## src/design/mfd_regs.vh

```
`ifndef MFD_REGS_VH
`define MFD_REGS_VH

// Word bits are numbered with bit 0 as the most significant position
`define MFD_VEC(n) (15 - (n))

// Field positions, word numbering
`define MFD_OPC_HI 0
`define MFD_OPC_LO 3
`define MFD_VAR_BIT 4
`define MFD_SEL_A_BIT 5
`define MFD_SEL_B_BIT 6
`define MFD_JIDX_MSB_BIT 7
`define MFD_PARITY_BIT 8
`define MFD_UNUSED_BIT_A 9
`define MFD_UNUSED_BIT_B 10
`define MFD_HALF_BIT 11
`define MFD_X_HI 11
`define MFD_X_LO 15
`define MFD_NUM_HI 12
`define MFD_NUM_LO 15
`define MFD_OPD_HI_HI 4
`define MFD_OPD_HI_LO 7

// Field widths
`define MFD_WORD_W 16
`define MFD_OPC_W 4
`define MFD_OPD_W 8
`define MFD_JIDX_W 6
`define MFD_X_W 5
`define MFD_REG_W 5
`define MFD_CLASS_W 4

// Repertoire
`define MFD_NUM_CLASSES 4'ha
`define MFD_NUM_BASIC_OPS 7'h41

// Operation codes of the special cases, plain defaults
`define MFD_OP_DUAL_JUMP 4'h3
`define MFD_OP_SKIP_BIT 4'h6
`define MFD_OP_LOAD_BIT 4'h7
`define MFD_OP_BIT_MODIFY 4'h8
`define MFD_OP_SKIP_SEL 4'h5
`define MFD_OP_CONSTANT 4'h9

// Reset values
`define MFD_WORD_RST 16'h0000
`define MFD_REG_RST 5'h00

`endif

```

## src/design/mfd_decoder.v

```verilog
// Notes on behaviour
// - Word holds a 14-bit code; positions 9 and 10 always read zero.
// - Parity bit 8 rides in the stored word; only odd parity is valid.
// - Each fetched word is loaded into the 16-bit holding register on demand.
// - Opcode field selects one of 10 classes of the 65 basic operations.
// - Opcode field gives the basic function performed.
// - Operand is 8 bits from two fields, bit 04 most significant.
// - Jump index is 6 bits from two fields, bit 07 most significant.
// - Designator is register, skip selector, constant or bit index; bit 11 zero for index.
// - Register use: bits 12-15 number, bit 11 picks lower or upper basic half.
// - Both selector bits zero: designator names a basic-file register directly.
// - Both selector bits one: designator names an extended-file register.
// - One selector bit set: OR low three designator bits with machine register field.
// - Skip-on-bit and load-bit forms OR four bits, indirect designator included.
// - Dual-mode ops choose one of two variants from a word bit.
// - Any op reaching the extended file may also reach the basic file.
`timescale 1ns/10ps
`include "mfd_regs.vh"
module mfd_decoder
(
	input wire i_ref_clk,
	input wire i_srst,
	input wire i_cs_valid,
	input wire [15:0] i_cs_word,
	input wire [3:0] i_first_reg_field,
	input wire [3:0] i_second_reg_field,
	input wire i_err_clr,
	output reg [15:0] o_word_q,
	output reg o_valid_q,
	output reg o_parity_err_q,
	output reg o_parity_err_sticky_q,
	output reg [3:0] o_opcode_q,
	output reg [3:0] o_class_q,
	output reg o_class_illegal_q,
	output reg [7:0] o_operand_q,
	output reg [5:0] o_jump_index_q,
	output reg [4:0] o_designator_q,
	output reg [4:0] o_reg_num_q,
	output reg o_reg_ext_q,
	output reg o_basic_ok_q,
	output reg o_reg_use_q,
	output reg o_skip_sel_use_q,
	output reg o_const_use_q,
	output reg o_bit_index_use_q,
	output reg [3:0] o_bit_index_q,
	output reg o_bit_index_err_q,
	output reg o_dual_mode_jump_q,
	output reg o_skip_on_bit_op_q,
	output reg o_load_bit_op_q,
	output reg o_inverted_q,
	output reg o_variant_q
);
	reg [15:0] word_d;
	wire parity_ok;
	wire [3:0] opc;
	wire var_bit;
	wire sel_a;
	wire sel_b;
	wire [4:0] x_fld;
	wire bit_op;
	wire [4:0] reg_num;
	wire reg_ext;
	wire parity_bad;
	wire [7:0] operand_w;
	wire [5:0] jump_index_w;
	reg use_reg;
	reg use_skip_sel;
	reg use_const;
	reg use_bit_index;
	reg op_dual_jump;
	reg op_skip_bit;
	reg op_load_bit;
	reg [15:0] hold_word_d;
	reg valid_d;
	reg parity_err_d;
	reg parity_err_sticky_d;
	reg [3:0] opcode_d;
	reg [3:0] class_d;
	reg class_illegal_d;
	reg [7:0] operand_d;
	reg [5:0] jump_index_d;
	reg [4:0] designator_d;
	reg [4:0] reg_num_d;
	reg reg_ext_d;
	reg basic_ok_d;
	reg reg_use_d;
	reg skip_sel_use_d;
	reg const_use_d;
	reg bit_index_use_d;
	reg [3:0] bit_index_d;
	reg bit_index_err_d;
	reg dual_mode_jump_d;
	reg skip_on_bit_op_d;
	reg load_bit_op_d;
	reg inverted_d;
	reg variant_d;

	// Unused positions are forced clear so later logic never sees stray bits
	always @*
	begin
		word_d = i_cs_word;
		word_d[`MFD_VEC(`MFD_UNUSED_BIT_A)] = 1'b0;
		word_d[`MFD_VEC(`MFD_UNUSED_BIT_B)] = 1'b0;
	end

	// Parity is taken on the word as fetched, before clearing, so a set unused bit is caught
	mfd_parity u_parity
	(
		.i_word(i_cs_word),
		.o_odd_ok(parity_ok)
	);

	assign opc = word_d[`MFD_VEC(`MFD_OPC_HI):`MFD_VEC(`MFD_OPC_LO)];
	assign var_bit = word_d[`MFD_VEC(`MFD_VAR_BIT)];
	assign sel_a = word_d[`MFD_VEC(`MFD_SEL_A_BIT)];
	assign sel_b = word_d[`MFD_VEC(`MFD_SEL_B_BIT)];
	assign x_fld = word_d[`MFD_VEC(`MFD_X_HI):`MFD_VEC(`MFD_X_LO)];
	assign bit_op = (opc == `MFD_OP_SKIP_BIT) || (opc == `MFD_OP_LOAD_BIT);
	assign parity_bad = ~parity_ok;
	assign operand_w = {word_d[`MFD_VEC(`MFD_OPD_HI_HI):`MFD_VEC(`MFD_OPD_HI_LO)],
		word_d[`MFD_VEC(`MFD_NUM_HI):`MFD_VEC(`MFD_NUM_LO)]};
	assign jump_index_w = {word_d[`MFD_VEC(`MFD_JIDX_MSB_BIT)], x_fld};

	mfd_regsel u_regsel
	(
		.i_x(x_fld),
		.i_sel_a(sel_a),
		.i_sel_b(sel_b),
		.i_bit_op(bit_op),
		.i_first_reg_field(i_first_reg_field),
		.i_second_reg_field(i_second_reg_field),
		.o_reg_num(reg_num),
		.o_ext(reg_ext)
	);

	// One opcode decode feeds both the designator use and the op flags
	always @*
	begin
		use_reg = 1'b0;
		use_skip_sel = 1'b0;
		use_const = 1'b0;
		use_bit_index = 1'b0;
		op_dual_jump = 1'b0;
		op_skip_bit = 1'b0;
		op_load_bit = 1'b0;
		case (opc)
			`MFD_OP_DUAL_JUMP:
			begin
				use_reg = 1'b1;
				op_dual_jump = 1'b1;
			end
			`MFD_OP_SKIP_SEL:
			begin
				use_skip_sel = 1'b1;
			end
			`MFD_OP_SKIP_BIT:
			begin
				// Bit ops never name a register, so register use stays low
				use_bit_index = 1'b1;
				op_skip_bit = 1'b1;
			end
			`MFD_OP_LOAD_BIT:
			begin
				use_bit_index = 1'b1;
				op_load_bit = 1'b1;
			end
			`MFD_OP_BIT_MODIFY:
			begin
				use_bit_index = 1'b1;
			end
			`MFD_OP_CONSTANT:
			begin
				use_const = 1'b1;
			end
			default:
			begin
				// Every other opcode names a register through the designator
				use_reg = 1'b1;
			end
		endcase
	end

	// Fields hold their last word between fetches
	always @*
	begin
		hold_word_d = o_word_q;
		opcode_d = o_opcode_q;
		class_d = o_class_q;
		class_illegal_d = o_class_illegal_q;
		operand_d = o_operand_q;
		jump_index_d = o_jump_index_q;
		designator_d = o_designator_q;
		reg_num_d = o_reg_num_q;
		reg_ext_d = o_reg_ext_q;
		basic_ok_d = o_basic_ok_q;
		reg_use_d = o_reg_use_q;
		skip_sel_use_d = o_skip_sel_use_q;
		const_use_d = o_const_use_q;
		bit_index_use_d = o_bit_index_use_q;
		bit_index_d = o_bit_index_q;
		bit_index_err_d = o_bit_index_err_q;
		dual_mode_jump_d = o_dual_mode_jump_q;
		skip_on_bit_op_d = o_skip_on_bit_op_q;
		load_bit_op_d = o_load_bit_op_q;
		inverted_d = o_inverted_q;
		variant_d = o_variant_q;
		valid_d = i_cs_valid;
		parity_err_d = i_cs_valid & parity_bad;
		parity_err_sticky_d = o_parity_err_sticky_q;
		if (i_err_clr)
			parity_err_sticky_d = 1'b0;
		// Set comes after the clear, so a new error in the clearing cycle still lands
		if (i_cs_valid && parity_bad)
			parity_err_sticky_d = 1'b1;
		if (i_cs_valid)
		begin
			hold_word_d = word_d;
			opcode_d = opc;
			// Codes past the last class are flagged, not dropped
			class_d = opc;
			class_illegal_d = (opc >= `MFD_NUM_CLASSES);
			operand_d = operand_w;
			jump_index_d = jump_index_w;
			designator_d = x_fld;
			reg_num_d = reg_num;
			reg_ext_d = reg_ext;
			// Extended reach never excludes the basic file
			basic_ok_d = 1'b1;
			reg_use_d = use_reg;
			skip_sel_use_d = use_skip_sel;
			const_use_d = use_const;
			bit_index_use_d = use_bit_index;
			bit_index_d = x_fld[3:0];
			bit_index_err_d = use_bit_index & word_d[`MFD_VEC(`MFD_HALF_BIT)];
			dual_mode_jump_d = op_dual_jump;
			skip_on_bit_op_d = op_skip_bit;
			load_bit_op_d = op_load_bit;
			inverted_d = bit_op & var_bit;
			variant_d = var_bit;
		end
	end

	// Outputs come straight from these flip-flops, so downstream timing sees no decode depth
	always @(posedge i_ref_clk)
	begin
		if (i_srst)
		begin
			// A stale decode must never survive a restart
			o_word_q <= `MFD_WORD_RST;
			o_valid_q <= 1'b0;
			o_parity_err_q <= 1'b0;
			o_parity_err_sticky_q <= 1'b0;
			o_opcode_q <= 4'h0;
			o_class_q <= 4'h0;
			o_class_illegal_q <= 1'b0;
			o_operand_q <= 8'h00;
			o_jump_index_q <= 6'h00;
			o_designator_q <= 5'h00;
			o_reg_num_q <= `MFD_REG_RST;
			o_reg_ext_q <= 1'b0;
			o_basic_ok_q <= 1'b0;
			o_reg_use_q <= 1'b0;
			o_skip_sel_use_q <= 1'b0;
			o_const_use_q <= 1'b0;
			o_bit_index_use_q <= 1'b0;
			o_bit_index_q <= 4'h0;
			o_bit_index_err_q <= 1'b0;
			o_dual_mode_jump_q <= 1'b0;
			o_skip_on_bit_op_q <= 1'b0;
			o_load_bit_op_q <= 1'b0;
			o_inverted_q <= 1'b0;
			o_variant_q <= 1'b0;
		end
		else
		begin
			o_word_q <= hold_word_d;
			o_valid_q <= valid_d;
			o_parity_err_q <= parity_err_d;
			o_parity_err_sticky_q <= parity_err_sticky_d;
			o_opcode_q <= opcode_d;
			o_class_q <= class_d;
			o_class_illegal_q <= class_illegal_d;
			o_operand_q <= operand_d;
			o_jump_index_q <= jump_index_d;
			o_designator_q <= designator_d;
			o_reg_num_q <= reg_num_d;
			o_reg_ext_q <= reg_ext_d;
			o_basic_ok_q <= basic_ok_d;
			o_reg_use_q <= reg_use_d;
			o_skip_sel_use_q <= skip_sel_use_d;
			o_const_use_q <= const_use_d;
			o_bit_index_use_q <= bit_index_use_d;
			o_bit_index_q <= bit_index_d;
			o_bit_index_err_q <= bit_index_err_d;
			o_dual_mode_jump_q <= dual_mode_jump_d;
			o_skip_on_bit_op_q <= skip_on_bit_op_d;
			o_load_bit_op_q <= load_bit_op_d;
			o_inverted_q <= inverted_d;
			o_variant_q <= variant_d;
		end
	end
endmodule

```

## src/design/mfd_parity.v

```verilog
`timescale 1ns/10ps
module mfd_parity
(
	input wire [15:0] i_word,
	output wire o_odd_ok
);
	// Parity bit travels inside the word, so the whole word must hold an odd count
	assign o_odd_ok = ^i_word;
endmodule

```

## src/design/mfd_regsel.v

```verilog
`timescale 1ns/10ps
module mfd_regsel
(
	input wire [4:0] i_x,
	input wire i_sel_a,
	input wire i_sel_b,
	input wire i_bit_op,
	input wire [3:0] i_first_reg_field,
	input wire [3:0] i_second_reg_field,
	output reg [4:0] o_reg_num,
	output reg o_ext
);
	reg [3:0] mli_field;

	always @*
	begin
		mli_field = i_sel_a ? i_first_reg_field : i_second_reg_field;
		o_reg_num = i_x;
		o_ext = 1'b0;
		case ({i_sel_a, i_sel_b})
			2'b00:
			begin
				o_reg_num = i_x;
				o_ext = 1'b0;
			end
			2'b11:
			begin
				o_reg_num = i_x;
				o_ext = 1'b1;
			end
			default:
			begin
				// Bit ops merge the indirect designator too, so four bits join
				if (i_bit_op)
					o_reg_num = {i_x[4], i_x[3:0] | mli_field};
				else
					o_reg_num = {i_x[4:3], i_x[2:0] | mli_field[2:0]};
				o_ext = 1'b0;
			end
		endcase
	end
endmodule

```

## config.mk

```make
export PLATFORM = sky130hd
export DESIGN_NAME = mfd_decoder
export DESIGN_NICKNAME = d
export VERILOG_FILES = /design/src/design/mfd_decoder.v /design/src/design/mfd_parity.v /design/src/design/mfd_regsel.v
export VERILOG_INCLUDE_DIRS = /design/src /design/src/design
export SDC_FILE = /design/constraint.sdc
export NUM_CORES = 1
export LEC_CHECK = 0
export ABC_AREA = 1
export BUFFER_PORTS_ARGS = -buffer_cell sky130_fd_sc_hd__buf_2
export CAP_MARGIN = 30
export CELL_PAD_IN_SITES_DETAIL_PLACEMENT = 0
export CELL_PAD_IN_SITES_GLOBAL_PLACEMENT = 1
export CORE_AREA = 2 2 81 83
export CTS_BUF_LIST = sky130_fd_sc_hd__clkbuf_8
export CTS_CLUSTER_DIAMETER = 50
export CTS_CLUSTER_SIZE = 12
export DETAILED_ROUTE_END_ITERATION = 16
export DIE_AREA = 0 0 83 85
export PLACE_DENSITY_LB_ADDON = 0.1
export SETUP_SLACK_MARGIN = 0.5
export SLEW_MARGIN = 0
export SYNTH_ARGS = -nofsm -noshare
export SYNTH_HDL_FRONTEND = slang
export SYNTH_HIERARCHICAL = 1
export SYNTH_SLANG_ARGS = --single-unit
```

## constraint.sdc

```tcl
create_clock -name i_ref_clk -period 2.2 [get_ports i_ref_clk]
set_clock_uncertainty 0.1 [all_clocks]
set_input_delay 0.33 -clock i_ref_clk [delete_from_list [all_inputs] [get_ports i_ref_clk]]
set_output_delay 0.33 -clock i_ref_clk [all_outputs]
set_load 0.01 [all_outputs]
```

==> impl_metrics.tcl <==
set metrics [dict create \
    status "complete, no violations" \
    min_path_type "in2reg" \
    dieArea_um2 7060 \
    clk_path_buf_depth 2 \
    start_util 0.331 \
    fin_tns_setup_ps 0 \
    crit_path_start_kind "flip-flop" \
    place_congestion 0.753 \
    drc 0 \
    tightest_slew_ps 619 \
    numClockSinks 34 \
    path_buf_inv 1 \
    fp.dieW_um 83 \
    synth-xor-area-share 0.00427 \
    combPwrFrac 0.199 \
    cpPeakStageDelay_ps 380 \
    routedWlPerCell_um 11.0 \
    area_delta_synth_final_pct 19.1 \
    final_nets 414 \
    n_antenna_cell 0 \
    synth.avg_cell_area_um2 6.29 \
    path_class "reg2out" \
    rrSetupSlack_ps 1430 \
    p_sw_mw 0.489 \
    drv_slew 0 \
    arrival_ps 830 \
    reg2reg_to "o_bit_index_use_q" \
    synthArstFlopShare 0 \
    synthAdderAreaFrac 0.00610 \
    drt_iter0_markers 47 \
    crit_fanout 6 \
    synth_top_family_by_area "simple AND/OR/NAND/NOR gates" \
    grt_max_degree 30 \
    endpoint_kind "primary output" \
    ant_nets 0 \
    synth-main-ff-cell "dfxtp_1" \
    dpl-instance-area_um2 2310 \
    cts_setup_buffers 0 \
    p_int_mw 1.24 \
    pwr-share-seq 0.391 \
    ctsResizeCount 0 \
    worstSkewPairLatency_ps 290 \
    dpl.hpwl_um 3710 \
    reg2regPathDepth 4 \
    yosysUniqueCellTypes 25 \
    antenna_found_initial 0 \
    worstHoldStart "i_cs_word[7]" \
    path_cells "buf_2" \
    p_sw_frac 0.283 \
    synth_simple_gate_area_share 0.338 \
    p_leak_nw 1.50 \
    core_area_um2 6200 \
    crit_family "flip-flops" \
    grt_usage 0.146 \
    finalSetupViolCount 0 \
    dr.pass1.iters 4 \
    hold_path_depth 3 \
    root_buffer "clkbuf_8" \
    ys_seq_area_frac 0.332 \
    cts.clk_slew.worst_paths_ps 80 \
    max_cap_viol_count 0 \
    hold_violations 0 \
    htreeDepth 2 \
    power_density_nw_per_um2 707 \
    dr_total_vias 1990 \
    port_buffers 93 \
    synth_compound_area_frac 0.0823 \
    max_freq_mhz 794 \
    crit_slowest_cell "dfxtp_1" \
    critical_path.reg2reg.startpoint "o_bit_index_use_q" \
    fin_crit_sh 0.573 \
    yosysWarnings 6 \
    final_area_um2 2440 \
    synth_top_area_share 0.332 \
    synth.cell_area_um2 2050 \
    vias_per_cell 4.30 \
    wl_um 5090 \
    boundaryPins 96 \
    ir_worst_vdd_mv 0.306 \
    clockPowerShare 0.410 \
    period_minus_slack_ps 1260 \
    yosysMostFrequentCell "nand2_1" \
    overflow 0 \
    die_h_um 85 \
    rsz0062_at_grt "no" \
    cts_made_buffers 5 \
    grt_pass1_vias 1764 \
    rows 29 \
    drive_above_1_share 0.308 \
    synth_top_area_cell "dfxtp_1" \
    syn_inst 326 \
    tritoncts "done" \
    synth-edff-count 0 \
    worstPathRequired_ps 1770 \
    synthTopCellsByArea "dfxtp_1, nand2_1, buf_4, nor2_1, inv_1" \
    synthMuxAreaShare 0 \
    postCtsHoldBufs 0 \
    synth_commonest_cells "nand2_1, nor2_1, inv_1" \
    slew_headroom 0.587 \
    ys_ff_latch 34 \
    hold_end "o_word_q[7]" \
    grt_pass1_wl_um 8140 \
]
## power by group through the flow
stage / Sequential [mW] / Clock (mW) / Combinational, mW
floorplan: 0.709 / 0 / 0.238
global placement: 0.690 / 0 / 0.347
detailed placement: 0.691 / 0 / 0.347
CTS: 0.677 / 0.736 / 0.349
global route: 0.681 / 0.757 / 0.387
finish: 0.676 / 0.708 / 0.343
## per-stage QoR
step           setup slack [ps]  hold slack [ps]  power (mW)   util  cells
6_report                    940              206        1.73  0.394    463
5_1_grt                     800              218        1.83  0.394    463
4_1_cts                     918              199        1.76  0.394    463
3_5_place_dp                618              343        1.04  0.372    455
3_3_place_gp                632              345        1.04  0.372    455
2_1_floorplan               890              299       0.947      -    327
## tightest hold or removal path, delay by kind of cell
family / cells / cell delay [ps]
and+or+nand+nor: 2 / 130
buffers and inverters: 1 / 110
## layout make-up
| type | count | area [µm²] |
|---|---|---|
| fillers | 710 | 3760 |
| multi-input cells | 206 | 891 |
| flip-flops and latches | 34 | 681 |
| repair buffers | 94 | 473 |
| inverters | 44 | 165 |
| well taps | 77 | 96.3 |
| clock buffers | 5 | 68.8 |
| clock inverters | 3 | 68.8 |
## sequential cells by signal (all words and copies together) (netlist names), 2 cells and up
| signal | count |
|---|---|
| o_operand_q | 7 |
| o_word_q | 2 |
| o_class_q | 4 |
| o_reg_num_q | 5 |
## logic make-up (layout without fill, tap and decap cells)
family,Yosys count,count (layout)
AOI/OAI and AO/OA,31,31
xor gates and xnor gates,1,1
adders and majority gates,1,1
buffers and inverters,87,146
DFF,34,34
other,1,2
and+or+nand+nor,171,171
## cell usage in the layout (no fill, tap or decap)
cell       count
nand2_1      113
buf_2         93
nor2_1        39
inv_1         37
dfxtp_1       34
o21ai_0       16
nand3_1       10
a21oi_1       10
inv_2          7
clkbuf_8       5
nand2_2        3
nor2_4         2
conb_1         2
bufinv_16      2
nor2_2         2
nand4_1        1
nand4_2        1
a21oi_2        1
o21ai_1        1
a211oi_1       1
a31o_2         1
a2bb2oi_1      1
clkinv_4       1
buf_4          1
xnor2_1        1
ha_1           1
## how the worst max path moves through the flow
stage              startpoint               endpoint  slack (ps)  depth (start not counted)
2_1_floorplan    i_cs_word[3]  o_parity_err_sticky_q         890                          9
3_3_place_gp     i_cs_word[3]  o_parity_err_sticky_q         630                         10
3_5_place_dp    i_cs_word[10]  o_parity_err_sticky_q         620                         13
4_1_cts        o_operand_q[2]       o_bit_index_q[2]         920                          1
5_1_grt         i_cs_word[10]  o_parity_err_sticky_q         800                         13
6_report       o_operand_q[3]         o_operand_q[3]         940                          1
## metal layers
metal  share of wire  GRT usage  routed length (µm)  up-vias
met2            0.46      0.254                2340       59
met1            0.47      0.169                2390      863
met4           0.015     0.0581                  78        0
met3           0.056     0.0428                 283        7
met5               0          0                   0        -
li1                -          -                   -     1061
(Power assumes the default switching activity.)
